<file path="src/adc_cfg_pkg.sv">
// Functional notes
// 3-bit ratio code, 32 doubling to 4096
// ratio code comes up as 011 (256)
// unimplemented bits always read back zero
// low byte of word a is trim
// six soft reset bits hold channels
// six shutdown bits stop their channels
// reference select picks outside or internal reference
// clock select picks outside clock or crystal
// writes to unimplemented bits are dropped
package adc_cfg_pkg;

  // bus shape
  localparam int DATA_W = 32;
  localparam int WORD_W = 24;
  localparam int WORD_BYTES = 4;
  localparam int LANES = 3;

  // printed register indexes, byte address is four times the index
  localparam logic [7:0] IDX_WORD_A = 8'h0d;
  localparam logic [7:0] IDX_WORD_B = 8'h0f;
  localparam int ADDR_WORD_A = 32'(IDX_WORD_A) * WORD_BYTES;
  localparam int ADDR_WORD_B = 32'(IDX_WORD_B) * WORD_BYTES;

  // field layout of word a
  localparam int OSR_LSB = 13;
  localparam int OSR_W = 3;
  localparam int TRIM_LSB = 0;
  localparam int TRIM_W = 8;

  // field layout of word b
  localparam int CHAN_N = 6;
  localparam int SRST_LSB = 16;
  localparam int SHDN_LSB = 8;
  localparam int REFSEL_BIT = 7;
  localparam int CLKSEL_BIT = 6;

  // reset values and writable masks
  localparam logic [OSR_W-1:0] OSR_RST = 3'h3;
  localparam logic [TRIM_W-1:0] TRIM_RST = 8'h50;
  localparam logic [WORD_W-1:0] WORD_A_RST = 24'h006050;
  localparam logic [WORD_W-1:0] WORD_A_MASK = 24'h00e0ff;
  localparam logic [WORD_W-1:0] WORD_B_RST = 24'h000040;
  localparam logic [WORD_W-1:0] WORD_B_MASK = 24'h3f3fc0;

  // ratio encoding: smallest ratio shifted left by the code
  localparam int RATIO_W = 13;
  localparam logic [RATIO_W-1:0] RATIO_MIN = 13'h0020;

  // bus responses
  localparam logic [1:0] RESP_OKAY = 2'h0;
  localparam logic [1:0] RESP_SLVERR = 2'h2;

  typedef enum logic [1:0] {
    SEL_NONE = 2'b00,
    SEL_A = 2'b01,
    SEL_B = 2'b10
  } word_sel_t;

  typedef struct packed {
    logic [CHAN_N-1:0] soft_reset;
    logic [CHAN_N-1:0] shutdown;
    logic outside_ref;
    logic internal_ref_en;
    logic outside_clock;
    logic crystal_en;
  } chan_ctrl_t;

  typedef struct packed {
    logic [WORD_W-1:0] data;
    logic [LANES-1:0] strb;
  } word_write_t;

  // code to oversampling ratio
  function automatic logic [RATIO_W-1:0] ratio_of_code(input logic [OSR_W-1:0] code);
    ratio_of_code = RATIO_MIN << code;
  endfunction

  // merge a write into a word honouring byte lanes and writable bits
  function automatic logic [WORD_W-1:0] apply_write(input logic [WORD_W-1:0] old_word,
                                                     input word_write_t wr,
                                                     input logic [WORD_W-1:0] mask);
    logic [WORD_W-1:0] merged;
    merged = old_word;
    for (int i = 0; i < LANES; i++) begin
      if (wr.strb[i]) begin
        merged[i*8 +: 8] = wr.data[i*8 +: 8];
      end
    end
    apply_write = merged & mask;
  endfunction

  localparam logic [RATIO_W-1:0] RATIO_RST = ratio_of_code(OSR_RST);

endpackage

</file>
<file path="src/config_word.sv">
module config_word
  import adc_cfg_pkg::*;
#(
  parameter logic [WORD_W-1:0] RESET_VALUE = '0,
  parameter logic [WORD_W-1:0] WRITE_MASK = '1
) (
  input wire logic clk_in,
  input wire logic rst_in,
  input wire logic ce_in,
  input wire logic wr_en_in,
  input wire word_write_t wr_in,
  output logic [WORD_W-1:0] word_out
);

  typedef struct packed {
    logic [WORD_W-1:0] word;
  } state_t;

  state_t state_reg;
  state_t state_next;

  // masked store: bits outside the mask never leave zero
  always_comb begin
    state_next = state_reg;
    if (wr_en_in) begin
      state_next.word = apply_write(state_reg.word, wr_in, WRITE_MASK);
    end
  end

  always_ff @(posedge clk_in) begin
    if (rst_in) begin
      state_reg <= '{word: RESET_VALUE};
    end else if (ce_in) begin
      state_reg <= state_next;
    end
  end

  assign word_out = state_reg.word;

endmodule

</file>
<file path="src/config_decode.sv">
module config_decode
  import adc_cfg_pkg::*;
(
  input wire logic clk_in,
  input wire logic rst_in,
  input wire logic ce_in,
  input wire logic [WORD_W-1:0] word_a_in,
  input wire logic [WORD_W-1:0] word_b_in,
  output logic [RATIO_W-1:0] ratio_out,
  output chan_ctrl_t chan_out
);

  typedef struct packed {
    logic [RATIO_W-1:0] ratio;
    chan_ctrl_t chan;
  } state_t;

  localparam state_t STATE_RST = '{
    ratio: RATIO_RST,
    chan: '{soft_reset: '0, shutdown: '0, outside_ref: 1'b0, internal_ref_en: 1'b1,
            outside_clock: 1'b1, crystal_en: 1'b0}
  };

  state_t state_reg;
  state_t state_next;

  // registered decode so every control line leaves a flip-flop
  always_comb begin
    state_next = state_reg;
    state_next.ratio = ratio_of_code(word_a_in[OSR_LSB +: OSR_W]);
    state_next.chan.soft_reset = word_b_in[SRST_LSB +: CHAN_N];
    state_next.chan.shutdown = word_b_in[SHDN_LSB +: CHAN_N];
    state_next.chan.outside_ref = word_b_in[REFSEL_BIT];
    state_next.chan.internal_ref_en = ~word_b_in[REFSEL_BIT];
    state_next.chan.outside_clock = word_b_in[CLKSEL_BIT];
    state_next.chan.crystal_en = ~word_b_in[CLKSEL_BIT];
  end

  always_ff @(posedge clk_in) begin
    if (rst_in) begin
      state_reg <= STATE_RST;
    end else if (ce_in) begin
      state_reg <= state_next;
    end
  end

  assign ratio_out = state_reg.ratio;
  assign chan_out = state_reg.chan;

endmodule

</file>
<file path="src/adc_config_registers.sv">
module adc_config_registers
  import adc_cfg_pkg::*;
#(
  parameter int ADDR_WIDTH = 8
) (
  input wire logic REF_CLK_IN,
  input wire logic SYS_RST_IN,
  input wire logic CLK_EN_IN,
  // write address channel
  input wire logic [ADDR_WIDTH-1:0] S_AXI_AWADDR_IN,
  input wire logic [2:0] S_AXI_AWPROT_IN,
  input wire logic S_AXI_AWVALID_IN,
  output logic S_AXI_AWREADY_OUT,
  // write data channel
  input wire logic [DATA_W-1:0] S_AXI_WDATA_IN,
  input wire logic [3:0] S_AXI_WSTRB_IN,
  input wire logic S_AXI_WVALID_IN,
  output logic S_AXI_WREADY_OUT,
  // write response channel
  output logic [1:0] S_AXI_BRESP_OUT,
  output logic S_AXI_BVALID_OUT,
  input wire logic S_AXI_BREADY_IN,
  // read address channel
  input wire logic [ADDR_WIDTH-1:0] S_AXI_ARADDR_IN,
  input wire logic [2:0] S_AXI_ARPROT_IN,
  input wire logic S_AXI_ARVALID_IN,
  output logic S_AXI_ARREADY_OUT,
  // read data channel
  output logic [DATA_W-1:0] S_AXI_RDATA_OUT,
  output logic [1:0] S_AXI_RRESP_OUT,
  output logic S_AXI_RVALID_OUT,
  input wire logic S_AXI_RREADY_IN,
  // converter controls
  output logic [OSR_W-1:0] OVERSAMPLE_RATIO_SEL_OUT,
  output logic [RATIO_W-1:0] OVERSAMPLE_RATIO_OUT,
  output logic [TRIM_W-1:0] REF_TEMPCO_TRIM_OUT,
  output logic [CHAN_N-1:0] CHAN_SOFT_RESET_OUT,
  output logic [CHAN_N-1:0] CHAN_SHUTDOWN_OUT,
  output logic OUTSIDE_REF_SELECT_OUT,
  output logic INTERNAL_REF_ENABLE_OUT,
  output logic OUTSIDE_CLOCK_SELECT_OUT,
  output logic CRYSTAL_OSC_ENABLE_OUT
);

  // the highest register byte address must be reachable
  if (ADDR_WIDTH < 8 || ADDR_WIDTH > 32) begin : g_bad_addr_width
    $error("ADDR_WIDTH must lie between 8 and 32");
  end

  // write side waits in collect until both halves are held, then answers
  typedef enum logic [1:0] {
    WR_COLLECT = 2'b00,
    WR_RESP = 2'b01
  } write_state_t;

  // read side: one read at a time, data held until taken
  typedef enum logic [0:0] {
    RD_IDLE = 1'b0,
    RD_DATA = 1'b1
  } read_state_t;

  typedef struct packed {
    // write side
    write_state_t wst;
    logic aw_have;
    logic w_have;
    logic [ADDR_WIDTH-1:0] awaddr;
    logic [DATA_W-1:0] wdata;
    logic [3:0] wstrb;
    logic awready;
    logic wready;
    logic bvalid;
    logic [1:0] bresp;
    // read side
    read_state_t rst;
    logic arready;
    logic rvalid;
    logic [DATA_W-1:0] rdata;
    logic [1:0] rresp;
  } state_t;

  // readies start high so the first request can be taken at once
  localparam state_t STATE_RST = '{
    // write side idle, both halves free
    wst: WR_COLLECT,
    aw_have: 1'b0,
    w_have: 1'b0,
    awaddr: '0,
    wdata: '0,
    wstrb: '0,
    awready: 1'b1,
    wready: 1'b1,
    bvalid: 1'b0,
    bresp: RESP_OKAY,
    // read side idle
    rst: RD_IDLE,
    arready: 1'b1,
    rvalid: 1'b0,
    rdata: '0,
    rresp: RESP_OKAY
  };

  state_t state_reg;
  state_t state_next;

  // storage and decode wires
  logic [WORD_W-1:0] word_a;
  logic [WORD_W-1:0] word_b;
  logic wr_a;
  logic wr_b;
  word_write_t wr_cmd;

  // decoded controls from the pipeline stage
  logic [RATIO_W-1:0] ratio;
  chan_ctrl_t chan;

  // full word decode; any other address or sub-word offset is unmapped
  // decoding the full byte address keeps aliases from answering as registers
  function automatic word_sel_t word_sel(input logic [ADDR_WIDTH-1:0] addr);
    if (32'(addr) == ADDR_WORD_A) begin
      word_sel = SEL_A;
    end else if (32'(addr) == ADDR_WORD_B) begin
      word_sel = SEL_B;
    end else begin
      word_sel = SEL_NONE;
    end
  endfunction

  // read image of a word: stored bits only, upper byte of the bus word zero
  function automatic logic [DATA_W-1:0] read_image(input word_sel_t sel,
                                                    input logic [WORD_W-1:0] a,
                                                    input logic [WORD_W-1:0] b);
    case (sel)
      SEL_A: read_image = {8'h00, a & WORD_A_MASK};
      SEL_B: read_image = {8'h00, b & WORD_B_MASK};
      default: read_image = '0;
    endcase
  endfunction

  // write channel: address and data may arrive in either order
  always_comb begin
    word_sel_t wsel;
    word_sel_t rsel;
    wsel = SEL_NONE;
    rsel = SEL_NONE;
    state_next = state_reg;
    wr_a = 1'b0;
    wr_b = 1'b0;
    wr_cmd = '{data: state_reg.wdata[WORD_W-1:0], strb: state_reg.wstrb[LANES-1:0]};

    case (state_reg.wst)
      WR_COLLECT: begin
        // address half: held here until the data half arrives
        if (S_AXI_AWVALID_IN && state_reg.awready) begin
          state_next.aw_have = 1'b1;
          state_next.awaddr = S_AXI_AWADDR_IN;
          state_next.awready = 1'b0;
        end
        // data half: may come before, with or after the address
        if (S_AXI_WVALID_IN && state_reg.wready) begin
          state_next.w_have = 1'b1;
          state_next.wdata = S_AXI_WDATA_IN;
          state_next.wstrb = S_AXI_WSTRB_IN;
          state_next.wready = 1'b0;
        end
        // both halves present: commit in this very edge, answer next cycle
        if (state_next.aw_have && state_next.w_have) begin
          wsel = word_sel(state_next.awaddr);
          wr_cmd = '{data: state_next.wdata[WORD_W-1:0], strb: state_next.wstrb[LANES-1:0]};
          wr_a = (wsel == SEL_A) && CLK_EN_IN;
          wr_b = (wsel == SEL_B) && CLK_EN_IN;
          state_next.bresp = (wsel == SEL_NONE) ? RESP_SLVERR : RESP_OKAY;
          state_next.bvalid = 1'b1;
          state_next.aw_have = 1'b0;
          state_next.w_have = 1'b0;
          state_next.wst = WR_RESP;
        end
      end
      WR_RESP: begin
        // readies come back only once the response is taken
        if (S_AXI_BREADY_IN) begin
          state_next.bvalid = 1'b0;
          state_next.awready = 1'b1;
          state_next.wready = 1'b1;
          state_next.wst = WR_COLLECT;
        end
      end
      default: begin
        state_next.wst = WR_COLLECT;
        state_next.bvalid = 1'b0;
        state_next.awready = 1'b1;
        state_next.wready = 1'b1;
      end
    endcase

    // read channel: one read in flight, data captured at the address edge
    case (state_reg.rst)
      RD_IDLE: begin
        // a write committed at this same edge is not yet seen here
        if (S_AXI_ARVALID_IN && state_reg.arready) begin
          rsel = word_sel(S_AXI_ARADDR_IN);
          state_next.rdata = read_image(rsel, word_a, word_b);
          state_next.rresp = (rsel == SEL_NONE) ? RESP_SLVERR : RESP_OKAY;
          state_next.rvalid = 1'b1;
          state_next.arready = 1'b0;
          state_next.rst = RD_DATA;
        end
      end
      RD_DATA: begin
        if (S_AXI_RREADY_IN) begin
          state_next.rvalid = 1'b0;
          state_next.arready = 1'b1;
          state_next.rst = RD_IDLE;
        end
      end
      default: begin
        state_next.rst = RD_IDLE;
        state_next.rvalid = 1'b0;
        state_next.arready = 1'b1;
      end
    endcase
  end

  // bus state; a low clock enable freezes everything
  // limitation: the readies are flops and keep their level while the enable is low,
  // so a master must not offer a request then, or it would be lost; gating the
  // readies would have put logic between the flops and the outputs
  always_ff @(posedge REF_CLK_IN) begin
    if (SYS_RST_IN) begin
      state_reg <= STATE_RST;
    end else if (CLK_EN_IN) begin
      state_reg <= state_next;
    end
  end

  // first word: ratio code and reference trim, defaults 011 and 8'h50
  config_word #(
    .RESET_VALUE(WORD_A_RST),
    .WRITE_MASK(WORD_A_MASK)
  ) u_word_a (
    .clk_in(REF_CLK_IN),
    .rst_in(SYS_RST_IN),
    .ce_in(CLK_EN_IN),
    .wr_en_in(wr_a),
    .wr_in(wr_cmd),
    .word_out(word_a)
  );

  // second word: per-channel reset and shutdown, reference and clock source
  config_word #(
    .RESET_VALUE(WORD_B_RST),
    .WRITE_MASK(WORD_B_MASK)
  ) u_word_b (
    .clk_in(REF_CLK_IN),
    .rst_in(SYS_RST_IN),
    .ce_in(CLK_EN_IN),
    .wr_en_in(wr_b),
    .wr_in(wr_cmd),
    .word_out(word_b)
  );

  // decoded controls lag the stored words by one cycle
  config_decode u_decode (
    .clk_in(REF_CLK_IN),
    .rst_in(SYS_RST_IN),
    .ce_in(CLK_EN_IN),
    .word_a_in(word_a),
    .word_b_in(word_b),
    .ratio_out(ratio),
    .chan_out(chan)
  );

  // bus outputs straight from the state flops
  assign S_AXI_AWREADY_OUT = state_reg.awready;
  assign S_AXI_WREADY_OUT = state_reg.wready;
  assign S_AXI_BVALID_OUT = state_reg.bvalid;
  assign S_AXI_BRESP_OUT = state_reg.bresp;

  // read channel outputs
  assign S_AXI_ARREADY_OUT = state_reg.arready;
  assign S_AXI_RVALID_OUT = state_reg.rvalid;
  assign S_AXI_RDATA_OUT = state_reg.rdata;
  assign S_AXI_RRESP_OUT = state_reg.rresp;

  // ratio code and trim go out as they sit in the word flops, the ratio comes from the decode flops
  assign OVERSAMPLE_RATIO_SEL_OUT = word_a[OSR_LSB +: OSR_W];
  assign REF_TEMPCO_TRIM_OUT = word_a[TRIM_LSB +: TRIM_W];
  assign OVERSAMPLE_RATIO_OUT = ratio;

  // channel and source controls from the decode flops
  assign CHAN_SOFT_RESET_OUT = chan.soft_reset;
  assign CHAN_SHUTDOWN_OUT = chan.shutdown;
  assign OUTSIDE_REF_SELECT_OUT = chan.outside_ref;
  assign INTERNAL_REF_ENABLE_OUT = chan.internal_ref_en;
  assign OUTSIDE_CLOCK_SELECT_OUT = chan.outside_clock;
  assign CRYSTAL_OSC_ENABLE_OUT = chan.crystal_en;

  // protection bits carry no meaning for these registers
  logic prot_unused;
  assign prot_unused = ^{S_AXI_AWPROT_IN, S_AXI_ARPROT_IN, word_a[WORD_W-1:OSR_LSB+OSR_W]};

endmodule

</file>
<file path="config.mk">
export PLATFORM = sky130hd
export DESIGN_NAME = adc_config_registers
export DESIGN_NICKNAME = d
export VERILOG_FILES = /design/src/adc_cfg_pkg.sv /design/src/config_word.sv /design/src/config_decode.sv /design/src/adc_config_registers.sv
export SDC_FILE = /design/constraint.sdc
export NUM_CORES = 1
export LEC_CHECK = 0
export BUFFER_PORTS_ARGS = -buffer_cell sky130_fd_sc_hd__buf_4
export CORE_ASPECT_RATIO = 0.7
export CORE_MARGIN = 1
export CORE_UTILIZATION = 55
export CTS_CLUSTER_SIZE = 20
export DETAILED_ROUTE_END_ITERATION = 8
export GPL_ROUTABILITY_DRIVEN = 0
export HOLD_SLACK_MARGIN = 0.12
export PLACE_DENSITY = 0.87
export SLEW_MARGIN = 5
export SYNTH_ARGS = -nofsm -noshare
export SYNTH_HDL_FRONTEND = slang
export SYNTH_SLANG_ARGS = --single-unit
</file>
<file path="constraint.sdc">
create_clock -name REF_CLK_IN -period 3.63 [get_ports REF_CLK_IN]
set_input_delay 0.5445 -clock REF_CLK_IN [delete_from_list [all_inputs] [get_ports REF_CLK_IN]]
set_output_delay 0.5445 -clock REF_CLK_IN [all_outputs]
set_load 0.03 [all_outputs]
</file>
Word-level counts from Yosys, hierarchy flattened --
Cells that the tools add are included.
Word-level totals: flip-flop bits (word level) 136, latch bits 0, memory bits (writable) 0, memory bits (read-only) 0, input bits 66, output and inout bits 81, word-level logic and storage cells 104, memories 0
Cells by class: add/subtract/negate cells 0, multiply operators 0, div/mod/pow operators 0, $lt $le $gt $ge 0, equality and inequality tests 15, shifts and indexed selects 1, mux-type cells 35, bitwise logic cells 3, reductions and logical operators 22
Operators with widths (count):
- 25-bit 2-to-1 mux | 2
- 22-bit one-hot mux with 2 select lines | 1
- 37-bit 2-to-1 mux | 1
- 3-bit AND reduction | 12
- 8-bit by 6-bit equality test with 1-bit output, second input constant | 4
- 28-bit 2-to-1 mux | 1
- 2-bit 2-to-1 mux | 11
- 8-bit 2-to-1 mux | 2
- 6-bit by 3-bit << shifter with 13-bit output, first input constant | 1
- 2-bit inequality test, second input constant | 6
- 3-bit one-hot mux with 2 select lines | 2
- 1-bit 2-to-1 mux | 10
- 3-bit 2-to-1 mux | 3
- 2-bit by 1-bit equality test with 1-bit output, second input constant | 3
- 1-bit logical AND | 6
- 2-bit zero test | 3
- 2-bit equality test, second input constant | 2
- 4-bit 2-to-1 mux | 1
- 2-bit one-hot mux with 2 select lines | 1
- 1-bit NOT | 3
- 2-bit AND reduction | 1

Longest topological paths before layout --
Gate-level depths: netlist of the first run.
depth after elaboration 13, mapped depth 8, depth with buffers taken out 5

By module --
A second synthesis of the first run with hierarchy kept.
Unflattened totals: cells, all modules 647, area, all modules 5719.2 µm²
Modules (own cells, without submodules):
- adc_config_registers | instances 1, cells each 417, area an instance 3410.8 µm², seq. area each 1341.3 µm²
- config_decode | instances 1, cells each 92, area an instance 930.9 µm², seq. area each 480.5 µm²
- config_word at u_word_b | instances 1, cells each 75, area an instance 795.8 µm², seq. area each 280.3 µm²
- config_word at u_word_a | instances 1, cells each 63, area an instance 581.8 µm², seq. area each 220.2 µm²

Worst setup path after synthesis of the first run --
No wires, ideal clock.
kind reg2reg, start point register state_reg, in the netlist S_AXI_AWREADY_OUT, end point register u_word_b.state_reg, in the netlist u_word_b.word_out[10], setup time 0.070 ns, arrival time 2.193 ns, required time 3.560 ns, slack 1.367 ns, cell stages (with the launch flop) 9, path buffers 3, period minus slack after synthesis 2.263 ns, cell sequence dfxtp_1 buf_2 a21oi_1 or3_1 buf_2 a221o_1 buf_6 or3_1 a21oi_1
On the way: cells in the longest elaborated chain, start to end 13, elaborated cells on any way between the ends 19, those cells by class 3 x eq/ne; 12 x mux; 4 x reduce/logical
Ends and longest elaborated chain:
- start, declared | RTL line adc_config_registers.sv:103 | state_t state_reg;
- start signal, assigned | RTL line adc_config_registers.sv:232 | state_reg <= state_next;
- 1-bit logical AND * | RTL line adc_config_registers.sv:154 | if (S_AXI_AWVALID_IN && state_reg.awready) begin
- 8-bit 2-to-1 mux | RTL line adc_config_registers.sv:154
- 8-bit 2-to-1 mux | RTL line adc_config_registers.sv:151 | case (state_reg.wst)
- 8-bit by 6-bit equality test with 1-bit output | RTL line adc_config_registers.sv:122 | end else if (32'(addr) == ADDR_WORD_B) begin
- 2-bit 2-to-1 mux | RTL line adc_config_registers.sv:122
- 2-bit 2-to-1 mux | RTL line adc_config_registers.sv:120 | if (32'(addr) == ADDR_WORD_A) begin
- 2-bit 2-to-1 mux | RTL line adc_config_registers.sv:167 | if (state_next.aw_have && state_next.w_have) begin
- 2-bit 2-to-1 mux | RTL line adc_config_registers.sv:151
- 2-bit equality test | RTL line adc_config_registers.sv:171 | wr_b = (wsel == SEL_B) && CLK_EN_IN;
- 1-bit logical AND | RTL line adc_config_registers.sv:171
- 1-bit 2-to-1 mux | RTL line adc_config_registers.sv:167
- 1-bit 2-to-1 mux | RTL line adc_config_registers.sv:151
- 3-bit AND reduction (no source line)
- end signal, assigned | RTL line config_word.sv:32 | state_reg <= '{word: RESET_VALUE};
- end signal, assigned | RTL line config_word.sv:34 | state_reg <= state_next;
- end, declared | RTL line config_word.sv:19 | state_t state_reg;
Mark *: on every way between the ends. The rest lies on a longest branch, timed or not. The select of a mux whose other input is x is not followed. A chain may end at the register's enable or synchronous reset.

Worst setup path in the final report of the first run --
start point register state_reg, in the netlist S_AXI_AWREADY_OUT, end point register u_word_b.state_reg, in the netlist u_word_b.word_out[7]
The elaborated chain is that of the path after synthesis.

==> impl_results.md, run 1 <==
- Status: finished clean
- FF-to-FF End: u_word_b.word_out[7]
- Worst Path Arrival: 2.80 ns
- Hold WC Path Type: primary input to flop
- DR WL/cell: between 15 and 20 um
- Cell variety after synth: 46
- Maxcap violations: 0
- Mapped Avg Cell Area: ~8.5 sq um
- Cell accounting for the most synthesized area: dfxtp_1
- Die Y: 80.49 um
- Post-CTS Setup Bufs: 0
- Largest register FFs: 37
- Final core utilization: 0.7171
- Max Fclk: ~400 MHz
- Fin Setup TNS: 0 ns
- YS warnings: 0
- Overflow after GRT: 0
- Final Cycle Share: 0.6909
- Max-slew violation count: 0
- Share of post-route cells with drive strength above 1: 0.2443
- FF-to-FF Start: S_AXI_AWREADY_OUT
- Number of global-route vias before repair: 3888
- Largest net degree at the start of global routing: 67
- Most frequent cells after synthesis: 114 x dfxtp_1, 92 x nand2_1, 79 x a21oi_1, 45 x nor2_1, 42 x buf_4
- Tot Pwr: approximately 3200 uW
- Crit Path Category: flop to flop
- Starting DRT DRC Count: 477
- Routed wire length: around 12000 um
- Dpl hpwl: slightly above 8000 um
- Cts hold-fix bufs: 0
- Post-CTS sizing: 0
- Antenna Cells: 0
- Drt pass-1 iters: 6
- # DRC: 0
- Setup violations, final: 0
- Element type at the critical path start: flop
- R2r setup slk: roughly 1.1 ns
- I/O pin count: 147
- CP required: about 4 ns
- Count leader, synth: dfxtp_1
- Endpoints failing hold: 0
- Synthesized flop and latch total: between 100 and 150
- Unrepaired setup endpoints after global routing: false
- Std cell rows: 28
- Top_reg_cell synth: dfxtp_1
- Final Critical Period: ~2.5 ns
- Gr usage total: 0.2793
- Clk_skew: between 0.007 and 0.008 ns
- Hold_sp: S_AXI_WDATA_IN[17]
- Synth Cell Area: 4841 sq um
- Core Area: ~8500 sq um
- Pre-CTS WS: around 0.90 ns
- Area Overhead vs Synth: 25.59%
- # clock sinks: ~110
- Synth top area share: 0.4714
- EDFF count, synth: 0
- Max-Slew Margin vs Limit: 0.3885
- NumNets Final: between 700 and 800
- Endpoint class of the critical path: flop
- CTS buffer count: 17
- Worst-margin pin slew: between 0.9 and 1 ns
- Die ar.: around 9000 sq um
- Final ANT Viol Nets: 0
- Final WS setup: 1.122 ns
- Via Count: around 4400
- Worst-path clk slew: 0.06 ns
- Leakage: about 0.0024 uW
- First-pass GRT wire length: between 15000 and 20000 um
- Initial Utilization: 0.5710
- Root Driver: clkbuf_16
- CTS H-Tree Depth: 4
- Synth Instances: roughly 570
- Hold Path End: state_reg[63]
- CTS tree: done
- Initial antenna violation count: 0
- Pwr Density: approximately 530 nW/um^2
- Clock buffer depth: 2
- Register area share after synthesis: 0.4714
- Input/output buffers: around 110
- Final non-filler cell total: 775
- Peak supply drop: 0.2764 mV
- Drt via density: about 5.6
- Synth async-reset ratio: 0
- Layout fillers: 626
- Area contributors post-synth: dfxtp_1 47%, a21oi_1 8.2%, nand2_1 7.1%
- DIE WIDTH: ~110 um
- WHS Path Cells: 3
- Reg2Reg Depth: 5
- CP Max Fanout: 26
- Placed cells: between 700 and 800
- Worst-skew pair later-pin latency: around 0.41 ns
## report_power, final
part           switching, uW  internal, uW  total [uW]
combinational            175           102         278
sequential              22.1          1280        1300
clock                    613          1040        1650
## worst max path at each step
stage,from,end,slack (ns)
floorplan,S_AXI_AWREADY_OUT,u_word_b.word_out[10],1.37
global placement,CLK_EN_IN,state_reg[49],1.03
detailed placement,CLK_EN_IN,state_reg[48],0.90
CTS,S_AXI_AWREADY_OUT,u_word_b.word_out[7],1.12
global route,S_AXI_AWREADY_OUT,u_word_b.word_out[7],1.0
finish,S_AXI_AWREADY_OUT,u_word_b.word_out[7],1.12
## area by class of cell
class                   instances  area, sq um  share of cell area
multi-input cells             387         2142              0.3523
inverters                       2        7.507            0.001235
well taps                     120        150.1             0.02470
clock inverters                14        157.7             0.02593
repair buffers                120        900.9              0.1482
flip-flops and latches        114         2282              0.3754
clock buffers                  18        439.2             0.07224
## logic make-up (layout without fill, tap and decap cells)
kind of cell | count (synthesis) | after routing | share of synthesized area
AO/OA/AOI/OAI | 146 | 146 | 0.1768
buffers and inverters | 82 | 154 | 0.09899
flip-flops | 114 | 114 | 0.4714
multiplexers | 36 | 36 | 0.07573
other | 1 | 17 | 0.0007747
AND/OR/NAND/NOR | 188 | 188 | 0.1763
## placed cells by master, fill, tap and decap left out, types with 2 or more instances in the layout
cell,synthesis,layout
dfxtp_1,114,114
o22ai_1,3,3
nor2_1,45,44
nand4_1,2,2
buf_4,42,120
clkbuf_16,0,17
o21ai_0,23,23
or3_1,12,12
a21oi_1,79,79
a22oi_1,22,22
inv_1,2,2
nand2_1,92,92
clkinv_4,0,6
mux2i_1,31,31
a311oi_1,6,6
a21o_1,2,2
inv_6,0,2
nor4_1,3,3
nor3_1,4,4
a21boi_0,2,2
mux2_2,4,4
conb_1,1,17
nor2b_1,3,3
nand3b_1,3,3
clkinvlp_4,0,3
and3_1,3,3
nand2b_1,2,2
o21a_1,2,2
bufinv_16,0,2
nand3_1,8,8
nand4b_1,3,3
## worst max-delay path, stage by stage, from the launching register on
cell and delay [ns]:
dfxtp_1 0.49, a21oi_1 0.19, or3_1 0.44, a221o_1 0.59
or2_1 0.37, mux2_1 0.32
## metrics by stage
step / hold WS, ns / cell area [sq um]
after floorplan: 0.4312 / 4901
after global placement: 0.4376 / 5483
after detailed placement: 0.4456 / 5483
after CTS: 0.3832 / 6080
after global routing: 0.3800 / 6080
final: 0.3905 / 6080
## routing by layer
metal | part of all wire | routed length [um] | global-route usage
met5 | 0 | 0 | 0
met4 | 0.013 | 162 | 0.08831
met3 | 0.084 | 1046 | 0.07472
met2 | 0.45 | 5683 | 0.4406
met1 | 0.45 | 5608 | 0.3721
Note: power is estimated with default switching activity, not from simulation.
==> run 2: changes to the inputs <==
--- a/config.mk
+++ b/config.mk
@@ -8,12 +8,12 @@
 export BUFFER_PORTS_ARGS = -buffer_cell sky130_fd_sc_hd__buf_4
 export CORE_ASPECT_RATIO = 0.7
 export CORE_MARGIN = 1
-export CORE_UTILIZATION = 55
+export CORE_UTILIZATION = 46
 export CTS_CLUSTER_SIZE = 20
 export DETAILED_ROUTE_END_ITERATION = 8
 export GPL_ROUTABILITY_DRIVEN = 0
 export HOLD_SLACK_MARGIN = 0.12
-export PLACE_DENSITY = 0.87
+export PLACE_DENSITY = 0.78
 export SLEW_MARGIN = 5
 export SYNTH_ARGS = -nofsm -noshare
 export SYNTH_HDL_FRONTEND = slang
==> constraint.sdc (replaced) <==
create_clock -name REF_CLK_IN -period 2.2 [get_ports REF_CLK_IN]
set_input_delay 0.33 -clock REF_CLK_IN [delete_from_list [all_inputs] [get_ports REF_CLK_IN]]
set_output_delay 0.33 -clock REF_CLK_IN [all_outputs]
set_load 0.03 [all_outputs]
==> impl_results.md, run 2 (synthesis gave the netlist of run 1 again) <==
- Dpl hpwl: 8360 um (+0.57%)
- I/O pin count: 147 (unchanged)
- CP Max Fanout: 23 (-12%)
- # DRC: 0 (unchanged)
- Area of the multi-input gates: 2142 sq um (unchanged)
- FF-to-FF Start: state_reg[82]
- Die Y: 87.83 um (+9.1%)
- Clk_skew: 0.007415 ns (-0.0004192 ns)
- Hold Slack: 0.1816 ns (-0.2089 ns)
- Hold_sp: S_AXI_WDATA_IN[1]
- Cts hold-fix bufs: 0 (unchanged)
- Overflow after GRT: 0 (unchanged)
- Worst-path clk slew: 0.05 ns (about the same)
- Crit. Startpoint: state_reg[82]
- Via Count: 4195 (-4.0%)
- Initial antenna violation count: 0 (unchanged)
- Core Area: 9947 sq um (+17%)
- Maxcap violations: 0 (unchanged)
- Unrepaired setup endpoints after global routing: false
- Max-Slew Margin vs Limit: 0.6455 (+0.2570)
- Antenna Cells: 0 (unchanged)
- Endpoints failing hold: 0 (unchanged)
- Share of post-route cells with drive strength above 1: 0.2541 (+0.009861)
- Crit Path Category: flop to flop
- Drt pass-1 iters: 4 (-2)
- Pwr Density: 832.3 nW/um^2 (+57%)
- CTS tree: done
- # clock sinks: 114 (unchanged)
- Element type at the critical path start: flop
- Largest register FFs: 37 (unchanged)
- Root Driver: clkbuf_16
- Input/output buffers: 112 (unchanged)
- Post-CTS sizing: 0 (unchanged)
- CP required: 2.53 ns (-1.39 ns)
- Final non-filler cell total: 793 (+2.3%)
- Sequential Area: 2285 sq um (+0.11%)
- Initial Utilization: 0.4867 (-0.08432)
- Worst Path Arrival: 2.39 ns (-0.41 ns)
- Commonest non-fill, non-tap cell in the layout: buf_4
- Max Fclk: 484.0 MHz (+21%)
- Final core utilization: 0.6203 (-0.09684)
- Status: finished clean
- Hold WC Path Type: primary input to flop
- Gr usage total: 0.2244 (-0.05483)
- Leakage: 0.002482 uW (+2.6%)
- Routed wire length: 11870 um (-5.0%)
- Placed cells: 763 (+2.7%)
- First-pass GRT wire length: 19200 um (-1.9%)
- Area Overhead vs Synth: 27.45%
- Layout fillers: 859 (+37%)
- DIE WIDTH: 124.6 um (+9.2%)
- Drt via density: 5.290 (-6.2%)
- Largest net degree at the start of global routing: 65 (-3.0%)
- Worst-skew pair later-pin latency: 0.40 ns (about the same)
- Fin Setup TNS: 0 ns (unchanged)
- CTS buffer count: 17 (unchanged)
- Peak supply drop: 0.5226 mV (+89%)
- Post-CTS Setup Bufs: 0 (unchanged)
- Die ar.: 10940 sq um (+19%)
- Commonest cells after routing, fill and taps aside: 129 x buf_4, 112 x dfxtp_1, 92 x nand2_1, 79 x a21oi_1, 44 x nor2_1
- Number of global-route vias before repair: 3874 (-0.36%)
- Starting DRT DRC Count: 293 (-39%)
- Setup violations, final: 0 (unchanged)
- Endpoint class of the critical path: flop
- Final ANT Viol Nets: 0 (unchanged)
- Clock buffer depth: 2 (unchanged)
- CTS H-Tree Depth: 4 (unchanged)
- Worst-margin pin slew: 0.5298 ns (-0.3856 ns)
- Std cell rows: 30 (+7.1%)
- Final Cycle Share: 0.9391 (+0.2482)
- NumNets Final: 720 (+1.7%)
- DR WL/cell: 14.97 um (-7.2%)
- Max-slew violation count: 0 (unchanged)
- Final Critical Period: 2.066 ns (-0.4420 ns)
==> run 2: final timing paths <==
path	endpoint	slack, ns	depth (start not counted)
max	u_word_b.word_out[9]	0.13	6
min	state_reg[47]	0.18	3
max reg2reg	u_word_b.word_out[9]	0.13	6
min reg2reg	state_reg[60]	0.45	2
==> run 2: layout make-up <==
| class | instances | share of cell area |
|---|---|---|
| Sequential cell | 114 | 0.3703 |
| Multi-Input combinational cell | 387 | 0.3472 |
| Timing Repair Buffer | 132 | 0.1667 |
| Clock buffer | 24 | 0.07970 |
| Tap cell | 128 | 0.02596 |
| Clock inverter | 6 | 0.008923 |
| Inverter | 2 | 0.001217 |
==> run 2: routing by layer <==
| metal | GRT usage | vias to the layer above | wire length [um] |
|---|---|---|---|
| met2 | 0.3636 | 124 | 5528 |
| met4 | 0.07886 | 0 | 106 |
| met1 | 0.2856 | 1965 | 5487 |
| met3 | 0.07025 | 12 | 745 |
| met5 | 0 | - | 0 |
| li1 | - | 2094 | - |
==> run 2: stage by stage <==
stage	instance area, sq um	power (uW)	setup WS [ns]
detailed placement	5623	2655	0.05818
global placement	5623	2643	0.07465
floorplan	4903	2502	0.04898
global route	6170	5327	0.007436
CTS	6170	5176	0.1207
finish	6170	5135	0.1340
==> run 2: power by group <==
part / internal [uW] / total, uW / switching [uW]
clock: 1650 / 2520 / 871
sequential: 2120 / 2150 / 32.4
combinational: 186 / 469 / 283
==> run 2: worst max-delay path, cell delays in order, from the launching register on <==
cell,delay (ns)
dfxtp_1,0.32
nor4bb_1,0.29
nand4_1,0.18
a221o_1,0.48
buf_12,0.19
or3_1,0.36
a21oi_1,0.17
